--- src/logic/acdm_map.vh ---
`ifndef ACDM_MAP_VH
`define ACDM_MAP_VH

// apb register byte offsets
`define ACDM_REG_CTRL 8'h00
`define ACDM_REG_STATUS 8'h04
`define ACDM_REG_WORDS 8'h08

// control register fields
`define ACDM_CTRL_SPLIT_BIT 0
`define ACDM_CTRL_RATE_BIT 1
`define ACDM_CTRL_RESET 2'h0

// status register fields
`define ACDM_STAT_DROP_BIT 0
`define ACDM_STAT_SYNC_RESET_OUT_BIT 1
`define ACDM_STAT_MODE_LSB 2
`define ACDM_STAT_PHASE_LSB 4

// output modes
`define ACDM_MODE_FULL 2'h0
`define ACDM_MODE_HALF 2'h1
`define ACDM_MODE_QUARTER 2'h2

// offset binary codes and quantizer limits
`define ACDM_CODE_MID 8'h80
`define ACDM_CODE_FULL 8'hff
`define ACDM_CODE_ZERO 8'h00
`define ACDM_DIFF_MAX 9'h07f
`define ACDM_DIFF_MIN 9'h180

// sample clocks of reset pipeline latency
`define ACDM_PIPE_DEPTH 6

`endif

--- src/logic/acdm_ctrl.v ---
// Chosen here: the APB interface to the registers and the address map.
`timescale 1ns/1ps
`include "acdm_map.vh"

// Summary of operation
// - with splitting off the block runs full rate whatever the rate select, and overrange follows only the primary sample.
// - with splitting on, overrange is set if either the primary or the auxiliary sample is overranged.
// - with splitting on, the one-to-two demultiplexer sends words at half or a quarter of the sample rate across both ports.
// - codes are offset binary and a zero difference gives a midscale code.
// - positive full scale gives all ones with overrange clear, set only above it; negative zero scale gives all zeros with overrange clear.
// - the reset passes a double latch and a latency pipeline, then feeds both the strobe generator and the reset output driver.
// - with splitting on, low rate select picks half rate and high rate select picks quarter rate.
// - in half rate each strobe rise shows the older sample on auxiliary and the newer on primary.
// - in quarter rate every other sample is dropped and the rest are demultiplexed at a quarter rate per port.
// - the reset input resets the internal demultiplexer and a matching reset output is driven.
module acdm_ctrl #(
   parameter PIPE_DEPTH = `ACDM_PIPE_DEPTH
) (
   input wire clk_sys,
   input wire rst,
   input wire psel,
   input wire penable,
   input wire pwrite,
   input wire [7:0] paddr,
   input wire [31:0] pwdata,
   output reg [31:0] prdata,
   output wire pready,
   output reg pslverr,
   input wire sample_clk,
   input wire [8:0] sample_diff,
   input wire sync_reset_in,
   output wire [7:0] primary_port,
   output wire [7:0] auxiliary_port,
   output wire overrange,
   output wire sync_reset_out,
   output wire output_strobe,
   output wire word_valid,
   input wire word_ready
);
   // quantizer: two's complement difference to offset binary code plus overrange
   function [8:0] acdm_code;
      input [8:0] diff;
      begin
         if (!diff[8] && diff >= `ACDM_DIFF_MAX) begin
            acdm_code = {diff != `ACDM_DIFF_MAX, `ACDM_CODE_FULL};
         end else if (diff[8] && diff <= `ACDM_DIFF_MIN) begin
            acdm_code = {1'b0, `ACDM_CODE_ZERO};
         end else begin
            acdm_code = {1'b0, diff[7:0] ^ `ACDM_CODE_MID};
         end
      end
   endfunction

   // pairs the held older sample with the newer one; overrange covers both halves
   function [17:0] acdm_pair;
      input rst_mark;
      input [8:0] older;
      input [8:0] newer;
      begin
         acdm_pair = {rst_mark, older[8] | newer[8], older[7:0], newer[7:0]};
      end
   endfunction

   reg [1:0] ctrl_ff;
   reg drop_ff;
   reg [15:0] words_ff;
   reg sclk_s1_ff;
   reg sclk_s2_ff;
   reg sclk_d_ff;
   reg [8:0] diff_s1_ff;
   reg [8:0] diff_s2_ff;
   reg rin_s1_ff;
   reg rin_s2_ff;
   reg [1:0] latch_ff;
   reg [PIPE_DEPTH-1:0] pipe_ff;
   reg [1:0] cnt_ff;
   reg strobe_ff;
   reg sync_reset_out_ff;
   reg [8:0] hold_ff;
   reg [8:0] last_ff;
   reg emit_ff;
   reg [17:0] word_ff;
   reg [1:0] mode;
   reg [1:0] nxt_cnt;
   reg nxt_strobe;
   wire sclk_rise;
   wire sclk_fall;
   wire [8:0] conv;
   wire rst_end;
   wire buf_ready;
   wire [17:0] buf_data;
   wire apb_wr;
   wire apb_rd;
   wire hit;

   // mode decode from the split and rate bits
   always @* begin
      if (!ctrl_ff[`ACDM_CTRL_SPLIT_BIT]) begin
         mode = `ACDM_MODE_FULL;
      end else if (ctrl_ff[`ACDM_CTRL_RATE_BIT]) begin
         mode = `ACDM_MODE_QUARTER;
      end else begin
         mode = `ACDM_MODE_HALF;
      end
   end

   // sample clock, sample data and reset pin pass two flops before any use
   always @(posedge clk_sys) begin
      if (rst) begin
         sclk_s1_ff <= 1'b0;
         sclk_s2_ff <= 1'b0;
         sclk_d_ff <= 1'b0;
         diff_s1_ff <= 9'h000;
         diff_s2_ff <= 9'h000;
         rin_s1_ff <= 1'b0;
         rin_s2_ff <= 1'b0;
      end else begin
         sclk_s1_ff <= sample_clk;
         sclk_s2_ff <= sclk_s1_ff;
         sclk_d_ff <= sclk_s2_ff;
         diff_s1_ff <= sample_diff;
         diff_s2_ff <= diff_s1_ff;
         rin_s1_ff <= sync_reset_in;
         rin_s2_ff <= rin_s1_ff;
      end
   end

   assign sclk_rise = sclk_s2_ff & ~sclk_d_ff;
   assign sclk_fall = ~sclk_s2_ff & sclk_d_ff;
   assign conv = acdm_code(diff_s2_ff);

   // reset path: double latch then latency pipeline, both stepped by sample edges
   always @(posedge clk_sys) begin
      if (rst) begin
         latch_ff <= 2'h0;
         pipe_ff <= {PIPE_DEPTH{1'b0}};
      end else if (sclk_rise) begin
         latch_ff <= {latch_ff[0], rin_s2_ff};
         pipe_ff <= {pipe_ff[PIPE_DEPTH-2:0], latch_ff[1]};
      end
   end

   // last pipelined reset edge: the generator takes its known phase here
   assign rst_end = pipe_ff[PIPE_DEPTH-1] & ~pipe_ff[PIPE_DEPTH-2];

   // strobe generator: keeps toggling during reset so outside demuxes stay clocked
   always @* begin
      nxt_cnt = cnt_ff + 2'h1;
      nxt_strobe = strobe_ff;
      case (mode)
         `ACDM_MODE_FULL: begin
            nxt_strobe = 1'b1;
         end
         `ACDM_MODE_HALF: begin
            nxt_strobe = cnt_ff[0];
         end
         `ACDM_MODE_QUARTER: begin
            nxt_strobe = cnt_ff[1];
         end
         default: begin
            nxt_strobe = 1'b0;
         end
      endcase
      if (rst_end) begin
         nxt_cnt = 2'h0;
         nxt_strobe = 1'b0;
      end
   end

   always @(posedge clk_sys) begin
      if (rst) begin
         cnt_ff <= 2'h0;
         strobe_ff <= 1'b0;
         sync_reset_out_ff <= 1'b0;
      end else if (sclk_rise) begin
         cnt_ff <= nxt_cnt;
         strobe_ff <= nxt_strobe;
         sync_reset_out_ff <= pipe_ff[PIPE_DEPTH-1];
      end else if (sclk_fall && mode == `ACDM_MODE_FULL) begin
         strobe_ff <= 1'b0; // full rate strobe follows the sample clock
      end
   end

   // demultiplexer: gathers samples into auxiliary/primary word pairs
   always @(posedge clk_sys) begin
      if (rst) begin
         hold_ff <= 9'h000;
         last_ff <= 9'h000;
         emit_ff <= 1'b0;
         word_ff <= 18'h00000;
      end else begin
         emit_ff <= 1'b0;
         if (sclk_rise) begin
            last_ff <= conv;
            if (rst_end) begin
               hold_ff <= 9'h000; // pair restarts in the reset phase
            end else begin
               case (mode)
                  `ACDM_MODE_FULL: begin
                     // auxiliary repeats the previous sample; overrange from primary only
                     word_ff <= {sync_reset_out_ff, conv[8], last_ff[7:0], conv[7:0]};
                     emit_ff <= 1'b1;
                  end
                  `ACDM_MODE_HALF: begin
                     if (!cnt_ff[0]) begin
                        hold_ff <= conv;
                     end else begin
                        word_ff <= acdm_pair(sync_reset_out_ff, hold_ff, conv);
                        emit_ff <= 1'b1;
                     end
                  end
                  `ACDM_MODE_QUARTER: begin
                     // samples at counts 1 and 3 are discarded
                     if (cnt_ff == 2'h0) begin
                        hold_ff <= conv;
                     end else if (cnt_ff == 2'h2) begin
                        word_ff <= acdm_pair(sync_reset_out_ff, hold_ff, conv);
                        emit_ff <= 1'b1;
                     end
                  end
                  default: begin
                     hold_ff <= hold_ff;
                  end
               endcase
            end
         end
      end
   end

   // buffer absorbs receiver stalls; a word offered while full sets the sticky drop flag
   acdm_buf #(
      .W(18)
   ) u_buf (
      .clk_sys(clk_sys),
      .rst(rst),
      .in_valid(emit_ff),
      .in_data(word_ff),
      .in_ready(buf_ready),
      .out_valid(word_valid),
      .out_data(buf_data),
      .out_ready(word_ready)
   );

   assign primary_port = buf_data[7:0];
   assign auxiliary_port = buf_data[15:8];
   assign overrange = buf_data[16];
   assign sync_reset_out = sync_reset_out_ff;
   assign output_strobe = strobe_ff;

   // apb slave: zero wait states, error on unmapped addresses
   assign pready = 1'b1;
   assign apb_wr = psel & penable & pwrite;
   assign apb_rd = psel & penable & ~pwrite;
   assign hit = (paddr == `ACDM_REG_CTRL) | (paddr == `ACDM_REG_STATUS) | (paddr == `ACDM_REG_WORDS);

   // control writes; software should change modes only before a sync reset
   always @(posedge clk_sys) begin
      if (rst) begin
         ctrl_ff <= `ACDM_CTRL_RESET;
      end else if (apb_wr && paddr == `ACDM_REG_CTRL) begin
         ctrl_ff <= pwdata[1:0];
      end
   end

   // drop flag: a new drop in the clearing cycle wins over the clear
   always @(posedge clk_sys) begin
      if (rst) begin
         drop_ff <= 1'b0;
         words_ff <= 16'h0000;
      end else begin
         if (emit_ff && !buf_ready) begin
            drop_ff <= 1'b1;
         end else if (apb_wr && paddr == `ACDM_REG_STATUS && pwdata[`ACDM_STAT_DROP_BIT]) begin
            drop_ff <= 1'b0;
         end
         if (emit_ff && buf_ready) begin
            words_ff <= words_ff + 16'h0001;
         end
      end
   end

   // read data driven combinationally in the access phase, error flag alongside
   always @* begin
      prdata = 32'h00000000;
      pslverr = psel & penable & ~hit;
      if (apb_rd) begin
         case (paddr)
            `ACDM_REG_CTRL: begin
               prdata = {30'h00000000, ctrl_ff};
            end
            `ACDM_REG_STATUS: begin
               prdata = {26'h0000000, cnt_ff, mode, sync_reset_out_ff, drop_ff};
            end
            `ACDM_REG_WORDS: begin
               prdata = {16'h0000, words_ff};
            end
            default: begin
               prdata = 32'h00000000;
            end
         endcase
      end
   end
endmodule // acdm_ctrl

--- src/logic/acdm_buf.v ---
`timescale 1ns/1ps

// two-entry buffer: head register feeds the outputs, spare catches one word during a stall
module acdm_buf #(
   parameter W = 18
) (
   input wire clk_sys,
   input wire rst,
   input wire in_valid,
   input wire [W-1:0] in_data,
   output wire in_ready,
   output wire out_valid,
   output wire [W-1:0] out_data,
   input wire out_ready
);
   reg [W-1:0] head_ff;
   reg [W-1:0] spare_ff;
   reg head_vld_ff;
   reg spare_vld_ff;
   wire push;
   wire advance;

   // ready depends only on the spare slot, so it never loops back through out_ready
   assign in_ready = ~spare_vld_ff;
   assign out_valid = head_vld_ff;
   assign out_data = head_ff;
   assign push = in_valid & ~spare_vld_ff;
   assign advance = out_ready | ~head_vld_ff;

   // head refills from spare first so word order is kept
   always @(posedge clk_sys) begin
      if (rst) begin
         head_ff <= {W{1'b0}};
         spare_ff <= {W{1'b0}};
         head_vld_ff <= 1'b0;
         spare_vld_ff <= 1'b0;
      end else if (advance) begin
         if (spare_vld_ff) begin
            head_ff <= spare_ff;
            head_vld_ff <= 1'b1;
            spare_vld_ff <= 1'b0;
         end else if (push) begin
            head_ff <= in_data;
            head_vld_ff <= 1'b1;
         end else begin
            head_vld_ff <= 1'b0;
         end
      end else if (push) begin
         spare_ff <= in_data;
         spare_vld_ff <= 1'b1;
      end
   end
endmodule // acdm_buf

--- config.mk ---
export PLATFORM = sky130hd
export DESIGN_NAME = acdm_ctrl
export DESIGN_NICKNAME = d
export VERILOG_FILES = /design/src/logic/acdm_ctrl.v /design/src/logic/acdm_buf.v
export VERILOG_INCLUDE_DIRS = /design/src /design/src/logic
export SDC_FILE = /design/constraint.sdc
export NUM_CORES = 1
export LEC_CHECK = 0
export ABC_AREA = 1
export CORE_MARGIN = 5
export CORE_UTILIZATION = 45
export DETAILED_ROUTE_END_ITERATION = 7
export DONT_BUFFER_PORTS = 1
export PLACE_DENSITY = 0.6
export SYNTH_ARGS = -nofsm -noshare
export SYNTH_HDL_FRONTEND = slang
export SYNTH_SLANG_ARGS = --single-unit
--- constraint.sdc ---
create_clock -name clk_sys -period 3.1 [get_ports clk_sys]
set_clock_uncertainty 0.05 [all_clocks]
set_input_delay 0.62 -clock clk_sys [delete_from_list [all_inputs] [get_ports clk_sys]]
set_output_delay 0.62 -clock clk_sys [all_outputs]
set_load 0.03 [all_outputs]
==> results of run 1 <==
## power by group through the flow
stage | Clock [uW] | Sequential, uW | Combinational [uW]
floorplan | 0 | 1730 | 176
global placement | 0 | 1740 | 170
detailed placement | 0 | 1740 | 173
CTS | 1980 | 1700 | 175
global route | 2060 | 1710 | 202
finish | 1940 | 1700 | 174
## sequential cells by signal, summed over array words and instances (netlist names), 2 cells and up
name,cells
u_buf.spare_ff,17
ctrl_ff,2
cnt_ff,2
u_buf.out_data,17
diff_s2_ff,9
words_ff,16
latch_ff,2
diff_s1_ff,9
hold_ff,9
last_ff,8
pipe_ff,6
word_ff,17
## worst max-delay path, stage by stage
cell and delay (ns):
sky130_fd_sc_hd__nor2_1 0.08, sky130_fd_sc_hd__nand2_1 0.13, sky130_fd_sc_hd__nor2_2 0.18, sky130_fd_sc_hd__nand2_1 0.28, sky130_fd_sc_hd__o22ai_1 0.26, sky130_fd_sc_hd__nand2_1 0.07
sky130_fd_sc_hd__inv_1 0.22
## cells in the mapped netlist, drive strengths merged
cell type and n:
a211oi 1, a21oi 44, a31oi 18, buf 39
clkbuf 11, clkinv 1, conb 2, dfxtp 125
ha 4, inv 73, nand2 129, nand3 39
nand4 2, nor2 135, nor3 11, nor3b 4
o211ai 1, o21ai 82, o22ai 3, xor2 2
## layout make-up
type,instances,area (um^2)
flip-flops and latches,125,2500
inverters,74,278
repair buffers,13,110
clock inverters,11,145
well taps,147,184
clock buffers,20,437
multi-input cells,492,2350
fillers,1158,5860
## through the flow
stage                     worst slack (ns)  hold slack [ns]  instance area, um^2  power [uW]  cells
after floorplan                      0.449            0.338                 5440        1900    741
after global placement               0.619            0.346                 5420        1910    851
after detailed placement             0.572            0.345                 5420        1910    851
after CTS                            0.567            0.208                 6000        3860    882
after global routing                 0.424            0.199                 6000        3970    882
final                                0.579            0.228                 6000        3810    882
## how the worst min path moves through the flow
| stage | start | endpoint | depth (start not counted) |
|---|---|---|---|
| 3_5_place_dp | diff_s1_ff[8] | diff_s2_ff[8] | 2 |
| 5_1_grt | rst | word_ff[7] | 1 |
| 3_3_place_gp | sclk_s1_ff | sclk_s2_ff | 2 |
| 4_1_cts | rst | words_ff[6] | 1 |
| 6_report | rst | words_ff[6] | 1 |
| 2_1_floorplan | diff_s1_ff[0] | diff_s2_ff[0] | 2 |
## cell families (layout without fill, tap and decap cells)
logic type | Yosys count | count (layout) | share of synthesized area
flip-flops | 125 | 125 | 0.465
XOR/XNOR | 2 | 2 | 0.00326
other | 2 | 17 | 0.00140
adder cells (fa/ha/maj) | 4 | 4 | 0.00930
buffers and inverters | 124 | 118 | 0.109
AND/OR/NAND/NOR | 320 | 320 | 0.262
AO/OA/AOI/OAI | 149 | 149 | 0.150
## routing by layer
layer  track usage  vias to the layer above
li1              -                     2292
met1         0.209                     1964
met2         0.253                       75
met3        0.0475                       12
met4        0.0687                        0
met5             0                        -
==> key figures, run 1 <==
Run
  – Max Cap Viol: 0

Timing
  – Final Hold Violating Endpoints: 0
  – Count of endpoints failing setup in the final report: 0
  – Slew of the pin with the lowest slew margin: 0.641 ns
  – Shortest clock period the worst path allows after layout: 2.52 ns
  – Final worst-path cycle share: 0.813
  – Setup total negative slack: 0 ns
  – Maximum clock frequency: 0.397 GHz
  – RSZ-0062 raised after global routing: no
  – Final Max Slew Viols: 0
  – Worst slew margin relative to its limit: 0.572

Power and ir drop
  – Switching share of total power: 0.223
  – Pwr/cell area: 635 nW/um^2
  – Power Internal: 2960 uW
  – Comb pwr share: 0.046
  – Clock share of power: 0.508
  – Static leakage: 0.00245 uW
  – Share of total power in sequential cells: 0.446
  – Reported net switching power: about 850 uW
  – Worst VDD drop: 0.378 mV

Cells and area
  – Fraction of layout cells with a size suffix above 1: 0.0980
  – NumNets Final: 784
  – Area growth from synthesis to layout: 11.6%
  – Most used cells in the layout excluding fill and tap cells: sky130_fd_sc_hd__nor2_1, sky130_fd_sc_hd__dfxtp_1, sky130_fd_sc_hd__nand2_1, sky130_fd_sc_hd__o21ai_0, sky130_fd_sc_hd__inv_1
  – Number of antenna repair diodes: 0
  – Share of the core filled with cells: 0.506
  – Most common cell after layout, fill and taps aside: sky130_fd_sc_hd__nor2_1

Worst setup path
  – Launch instance of the worst register-to-register path: ctrl_ff[0]
  – Path type of the worst setup path: in2out
  – Crit. End Element: output port
  – Worst Setup Start Kind: input pin
  – Length in cells of the worst reg-to-reg path: 6
  – Capture point of the worst path: prdata[2]
  – Critical Path Source: paddr[7]
  – Required time of the critical path: 2.43 ns
  – Register-to-register setup slack: 1.31 ns
  – Worst reg2reg endpoint: word_ff[10]
  – Peak fanout along the critical path: 13
  – Data arrival time of the worst path: 1.85 ns

Logic synthesis
  – Synthesized netlist cell count: about 730
  – Synth top area share: 0.465
  – Proportion of synthesized chip area in sequential cells: 0.465
  – Cell Area, Synth: 5380 um^2
  – Largest area contributor in the netlist: sky130_fd_sc_hd__dfxtp_1
  – Yosys cell types: 38
  – Average footprint of a synthesized cell: 7.41 um^2
  – Number of warning messages in the yosys log: 0
  – Leading cell types by total area after synthesis: sky130_fd_sc_hd__dfxtp_1, sky130_fd_sc_hd__nor2_1, sky130_fd_sc_hd__nand2_1
  – Flip-flop and latch count after synthesis: 125

Route
  – Post-route met1 wirelength: ~5400 um
  – First-pass detailed-route iteration total: 4
  – Count of routing violations after the opening detailed-route iteration: between 200 and 250
  – Vias per std cell: between 4 and 5
  – Sum of met3 wire segment lengths after detailed routing: 454 um
  – Total number of vias: 4343
  – Total wire length after detailed routing: 10900 um
  – Number of nets still failing antenna checks after routing: 0
  – Average routed wire per standard cell: 12.4 um
  – Highest metal used: met4
  – Met2 Wirelength: 4960 um
  – Post-route DRC: 0

Global route
  – Wire length of the first global-routing pass: 19000 um
  – Maximum number of pins on one net before global-route repair: 63
  – Via count of the first global-routing pass: between 4000 and 5000
  – Remaining global-route overflow: 0
  – Initial antenna violation count: 0
  – GRT Overall Usage: 0.162

Clocking
  – Num CTS Buffers: 17
  – Number of resized instances in the post-cts repair step: 0
  – Post-CTS Setup Inserts: 0
  – Depth of the CTS H-tree: 4
  – # hold bufs at CTS: 0
  – Root Driver: sky130_fd_sc_hd__clkbuf_16
  – TritonCTS clock tree: yes
  – Clock Tree Buf Depth: 2
  – Clock latency on the worst-skew pair: 0.40 ns
  – TritonCTS Sinks: 125
  – Clock slew at reported path FFs: 0.06 ns

Outcome
  – Result of the run: finished, final reports clean

Floorplan
  – Total number of placement rows: 40
  – I/O pins: 111
  – Die extent in y: 119 um
  – Core ar.: between 10000 and 15000 um^2
  – Die area: 14200 um^2
  – Width of the die: 119 um
  – Starting density of the core: 0.454

Placed design
  – Port Buf Inserts: 0
  – Post-DP HPWL: 7540 um
  – Weighted congestion at the end of routability-driven global placement: 0.813

Worst hold path
  – Path category of the worst min-delay check: in2reg
No activity file was read; power rests on OpenSTA's default activity.
==> run 2, diff against run 1 <==
==> constraint.sdc (replaced) <==
create_clock -name clk_sys -period 2.5 [get_ports clk_sys]
set_clock_uncertainty 0.05 [all_clocks]
set_input_delay 0.5 -clock clk_sys [delete_from_list [all_inputs] [get_ports clk_sys]]
set_output_delay 0.5 -clock clk_sys [all_outputs]
set_load 0.03 [all_outputs]
==> run 2 against run 1 <==
Total power rose by 22%. Sequential share of layout area about the same. Cell count rose by 0.34%. Register-to-register slack got worse by 0.62 ns. Count of clock-buffer cells in the layout is 2 higher.
==> key figures, run 2 (synthesis gave the netlist of run 1 again) <==
Outcome
  – Result of the run: finished, final reports clean

Worst hold path
  – End point of the worst hold path: words_ff[10]
  – Cell depth of the worst min-delay path: 1
  – Path category of the worst min-delay check: in2reg
  – Hold path startpoint: rst

Timing
  – Final Max Slew Viols: 0
  – Final worst-path cycle share: 0.895
  – Shortest clock period the worst path allows after layout: approximately 2.2 ns
  – Slew of the pin with the lowest slew margin: 0.628 ns
  – Final Hold Violating Endpoints: 0
  – Maximum clock frequency: 0.447 GHz
  – RSZ-0062 raised after global routing: no
  – Count of endpoints failing setup in the final report: 0
  – Setup total negative slack: 0 ns
  – Worst slew margin relative to its limit: 0.581

Worst setup path
  – Worst Setup Start Kind: input pin
  – Path type of the worst setup path: in2out
  – Data arrival time of the worst path: 1.69 ns
  – Launch instance of the worst register-to-register path: cnt_ff[1]
  – Worst reg2reg endpoint: word_ff[10]
  – Register-to-register setup slack: 0.69 ns
  – Critical Path Source: paddr[5]
  – Required time of the critical path: 1.95 ns
  – Crit. End Element: output port
  – Length in cells of the worst reg-to-reg path: 8
  – Peak fanout along the critical path: 13

Cells and area
  – Fill cell total of the finished layout: 1171
  – Multi-input gate area in the final layout: between 2000 and 2500 um^2
  – Most used cells in the layout excluding fill and tap cells: sky130_fd_sc_hd__nor2_1, sky130_fd_sc_hd__dfxtp_1, sky130_fd_sc_hd__nand2_1, sky130_fd_sc_hd__o21ai_0, sky130_fd_sc_hd__inv_1
  – Most common cell after layout, fill and taps aside: sky130_fd_sc_hd__nor2_1
  – NumNets Final: a little under 800
  – Area occupied by registers: 2500 um^2
  – Number of antenna repair diodes: 0
  – Area growth from synthesis to layout: 11.7%
  – Fraction of layout cells with a size suffix above 1: 0.104

Floorplan
  – Die area: between 10000 and 15000 um^2
  – Die extent in y: 119 um
  – Width of the die: 119 um
  – I/O pins: 111
  – Starting density of the core: 0.454
  – Total number of placement rows: 40
  – Core ar.: roughly 12000 um^2

Clocking
  – TritonCTS Sinks: approximately 130
  – TritonCTS clock tree: yes
  – Num CTS Buffers: 17
  – Clock slew at reported path FFs: 0.06 ns
  – Post-CTS Setup Inserts: 0
  – Number of resized instances in the post-cts repair step: 0
  – Depth of the CTS H-tree: 4
  – Root Driver: sky130_fd_sc_hd__clkbuf_16
  – # hold bufs at CTS: 0
  – Clock Tree Buf Depth: 2
  – Clock latency on the worst-skew pair: 0.41 ns

Route
  – Post-route DRC: 0
  – Vias per std cell: just under 5
  – Count of routing violations after the opening detailed-route iteration: between 200 and 300
  – Number of nets still failing antenna checks after routing: 0
  – Average routed wire per standard cell: 12.0 um
  – Total number of vias: 4280
  – First-pass detailed-route iteration total: 4
  – Total wire length after detailed routing: 10600 um

Power and ir drop
  – Worst VDD drop: 0.632 mV
  – Static leakage: between 0.002 and 0.0025 uW
  – Pwr/cell area: 771 nW/um^2
  – Total power draw: 4630 uW

Global route
  – Initial antenna violation count: 0
  – Via count of the first global-routing pass: 3972
  – Remaining global-route overflow: 0
  – Maximum number of pins on one net before global-route repair: 82
  – Wire length of the first global-routing pass: 18100 um
  – GRT Overall Usage: 0.154

Placed design
  – Port Buf Inserts: 0
  – Post-DP HPWL: around 7400 um
  – Weighted congestion at the end of routability-driven global placement: 0.806

Run
  – Max Cap Viol: 0
## run 2: power breakdown
part	leakage (uW)	switching, uW	total, uW	internal [uW]
Combinational	0.00117	154	216	62.3
Sequential	0.00102	57.0	2110	2050
Clock	0.000274	842	2310	1460
## run 2: metrics by stage
step                setup slack [ns]  cell area, um^2  cells  hold slack (ns)   util
finish                         0.263             6010    885            0.106  0.507
floorplan                     0.0886             5440    741            0.338      -
CTS                            0.245             6010    885           0.0848  0.507
global placement               0.268             5440    853            0.343  0.458
detailed placement             0.244             5440    853            0.344  0.458
global route                  0.0870             6010    885           0.0919  0.507
## run 2: worst max-delay path by stage
| stage | end | slack, ns | depth (start not counted) |
|---|---|---|---|
| floorplan | prdata[11] | 0.09 | 6 |
| global placement | prdata[3] | 0.27 | 7 |
| detailed placement | prdata[3] | 0.24 | 7 |
| CTS | prdata[3] | 0.25 | 7 |
| global route | prdata[2] | 0.09 | 7 |
| finish | prdata[3] | 0.26 | 7 |
## run 2: final cells by class
cell class | count | area share
clock buffer | 22 | 0.0806
clock inverter | 10 | 0.0148
inverter | 74 | 0.0462
multi-input combinational | 492 | 0.391
sequential | 125 | 0.416
tap | 147 | 0.0306
timing repair buffer | 15 | 0.0208
## run 2: metal layers
| metal | share of wire | vias up | global-route usage | wire [um] |
|---|---|---|---|---|
| li1 | - | 2291 | - | - |
| met1 | 0.48 | 1896 | 0.195 | 5150 |
| met2 | 0.46 | 84 | 0.244 | 4840 |
| met3 | 0.050 | 9 | 0.0437 | 530 |
| met4 | 0.0098 | 0 | 0.0687 | 104 |
| met5 | 0 | - | 0 | 0 |
## run 2: worst max-delay path, stage by stage
cell                      delay (ns)
sky130_fd_sc_hd__nor2_1         0.09
sky130_fd_sc_hd__nand2_1        0.14
sky130_fd_sc_hd__nor2_2         0.17
sky130_fd_sc_hd__nand2_1        0.26
sky130_fd_sc_hd__o22ai_1        0.24
sky130_fd_sc_hd__nand2_1        0.07
sky130_fd_sc_hd__inv_1          0.22
==> run 3, diff against run 2 <==
--- a/config.mk
+++ b/config.mk
@@ -6,11 +6,10 @@
 export SDC_FILE = /design/constraint.sdc
 export NUM_CORES = 1
 export LEC_CHECK = 0
-export ABC_AREA = 1
-export CORE_MARGIN = 5
 export CORE_UTILIZATION = 45
 export DETAILED_ROUTE_END_ITERATION = 7
 export DONT_BUFFER_PORTS = 1
+export MAX_ROUTING_LAYER = met4
 export PLACE_DENSITY = 0.6
 export SYNTH_ARGS = -nofsm -noshare
 export SYNTH_HDL_FRONTEND = slang
==> run 3 against run 2 <==
Combinational power is 23% lower. Synthesized cell count is 19% lower. Total power is 5.0% higher. Utilization is 2.3 points higher. Global-route usage is 2.2 points higher. Register-to-register slack worse by 0.34 ns. Sequential share of layout area is 0.12 points lower. Sequential power hardly changed. Area after synthesis is 2.5% lower. Setup slack better by 0.023 ns. Via count is 10% lower. First-iteration DRC count is 21% lower.
==> key figures, run 3 <==
Outcome
  – Result of the run: finished, final reports clean

Cells and area
  – Fraction of layout cells with a size suffix above 1: 0.109
  – Number of cells in the finished layout apart from fillers: between 700 and 800
  – Most used cells in the layout excluding fill and tap cells: sky130_fd_sc_hd__dfxtp_1, sky130_fd_sc_hd__nand2_1, sky130_fd_sc_hd__nor2_1, sky130_fd_sc_hd__a21oi_1, sky130_fd_sc_hd__a211oi_1
  – NumNets Final: 653
  – Area growth from synthesis to layout: 14.9%
  – Number of antenna repair diodes: 0
  – Most common cell after layout, fill and taps aside: sky130_fd_sc_hd__dfxtp_1

Worst setup path
  – List of cells traversed by the critical path: nor4_4, nand3_1, nor3b_2, buf_4, and2_1, buf_12
  – Path type of the worst setup path: in2out
  – Crit. End Element: output port
  – Required time of the critical path: 1.95 ns
  – Peak fanout along the critical path: 10
  – Data arrival time of the worst path: 1.66 ns
  – Total buffers and inverters traversed by the critical path: 2
  – Largest stage delay, worst path: 0.32 ns
  – Slowest cell on crit path: sky130_fd_sc_hd__nor4_4
  – Cell family with the largest share of critical-path delay: simple AND/OR/NAND/NOR gates
  – Worst Setup Start Kind: input pin
  – Length in cells of the worst reg-to-reg path: 7
  – Count of cell instances traversed by the critical path: 6

Logic synthesis
  – Most instantiated library cell after synthesis: sky130_fd_sc_hd__dfxtp_1
  – Yosys cell types: 49
  – Leading cell types by total area after synthesis: sky130_fd_sc_hd__dfxtp_1, sky130_fd_sc_hd__mux2i_1, sky130_fd_sc_hd__nand2_1
  – Cell Area, Synth: 5250 um^2
  – Synthesized netlist cell count: 590
  – Count of flip-flops with a built-in enable after synthesis: 0
  – Proportion of register bits with asynchronous set or reset after synthesis: 0
  – Largest area contributor in the netlist: sky130_fd_sc_hd__dfxtp_1
  – Number of warning messages in the yosys log: 0
  – Commonest cells in the netlist: sky130_fd_sc_hd__dfxtp_1, sky130_fd_sc_hd__nand2_1, sky130_fd_sc_hd__nor2_1, sky130_fd_sc_hd__a21oi_1, sky130_fd_sc_hd__a211oi_1
  – Flip-flop and latch count after synthesis: 125
  – Leading register cell type out of synthesis: sky130_fd_sc_hd__dfxtp_1
  – Proportion of synthesized chip area in sequential cells: 0.477
  – Average footprint of a synthesized cell: between 8 and 9 um^2
  – Synth top area share: 0.477

Timing
  – Final Max Slew Viols: 0
  – Final Hold Violating Endpoints: 0
  – Worst slew margin relative to its limit: 0.443
  – Count of endpoints failing setup in the final report: 0
  – Setup total negative slack: 0 ns
  – Maximum clock frequency: 0.452 GHz
  – Slew of the pin with the lowest slew margin: 0.833 ns
  – Final worst-path cycle share: 0.885
  – Shortest clock period the worst path allows after layout: 2.21 ns
  – RSZ-0062 raised after global routing: no

Global route
  – Initial antenna violation count: 0
  – Via count of the first global-routing pass: ~3400
  – Wire length of the first global-routing pass: 15900 um
  – Remaining global-route overflow: 0
  – Maximum number of pins on one net before global-route repair: 130
  – GRT Overall Usage: 0.176

Worst hold path
  – Cell depth of the worst min-delay path: 1
  – Path category of the worst min-delay check: in2reg

Run
  – Max Cap Viol: 0

Floorplan
  – Width of the die: 110 um
  – Die extent in y: 110 um
  – I/O pins: 111
  – Starting density of the core: 0.461
  – Core ar.: 11400 um^2
  – Die area: 12100 um^2
  – Total number of placement rows: 39

Power and ir drop
  – Worst VDD drop: 0.462 mV
  – Static leakage: 0.00205 uW
  – Pwr/cell area: 807 nW/um^2
  – Total power draw: 4860 uW

Clocking
  – Post-CTS Setup Inserts: 0
  – Clock slew at reported path FFs: 0.06 ns
  – Clock latency on the worst-skew pair: around 0.41 ns
  – Depth of the CTS H-tree: 4
  – TritonCTS clock tree: yes
  – TritonCTS Sinks: 125
  – # hold bufs at CTS: 0
  – Num CTS Buffers: 17
  – Root Driver: sky130_fd_sc_hd__clkbuf_16
  – Clock Tree Buf Depth: 2
  – Number of resized instances in the post-cts repair step: 0

Route
  – Average routed wire per standard cell: 12.9 um
  – Total number of vias: 3837
  – Total wire length after detailed routing: 9620 um
  – Post-route DRC: 0
  – Count of routing violations after the opening detailed-route iteration: 220
  – First-pass detailed-route iteration total: 5
  – Vias per std cell: roughly 5.1
  – Number of nets still failing antenna checks after routing: 0

Placed design
  – Port Buf Inserts: 0
  – Weighted congestion at the end of routability-driven global placement: 0.782
  – Number of cells in the design after placement: 716
  – Post-DP HPWL: 6270 um
[run 3: area by class of cell]
cell class,count,area [um^2]
fillers,1085,5340
flip-flops and latches,125,2500
multi-input cells,419,2460
clock buffers,17,425
repair buffers,25,238
clock inverters,15,210
well taps,143,179
inverters,4,15.0
[run 3: worst paths after layout]
check / slack [ns] / to / from
min reg2reg: 0.37 / latch_ff[0] / rin_s2_ff
max: 0.29 / prdata[13] / paddr[1]
min: 0.11 / diff_s1_ff[1] / rst
max reg2reg: 0.35 / word_ff[1] / cnt_ff[0]
[run 3: logic make-up after synthesis]
kind of cell | Yosys count | synth area share
compound gates | 122 | 0.149
mux | 30 | 0.0573
flops | 125 | 0.477
other cells | 2 | 0.00143
fa+ha+maj | 4 | 0.00954
buf+inv | 61 | 0.0656
xor+xnor | 10 | 0.0167
simple gates | 236 | 0.224
[run 3: where the power goes]
group	internal (uW)	switching [uW]	leakage (uW)
combinational	59.9	106	0.000725
sequential	2040	50.5	0.00102
clock	1690	922	0.000305
total	3790	1080	0.00205
[run 3: metrics by stage]
stage / instance area, um^2 / setup WS, ns / hold slack (ns) / util
final: 6030 / 0.287 / 0.113 / 0.530
after CTS: 6030 / 0.212 / 0.0959 / 0.530
after detailed placement: 5390 / 0.226 / 0.371 / 0.474
after floorplan: 5300 / 0.199 / 0.364 / -
after global routing: 6030 / 0.159 / 0.0914 / 0.530
after global placement: 5390 / 0.235 / 0.365 / 0.474
[run 3: layer usage]
layer | vias up | track usage | wire, um
met5 | - | - | 0
met4 | 0 | 0.0771 | 129
met3 | 12 | 0.0522 | 362
met2 | 68 | 0.270 | 4480
met1 | 1765 | 0.213 | 4650
li1 | 1992 | - | -
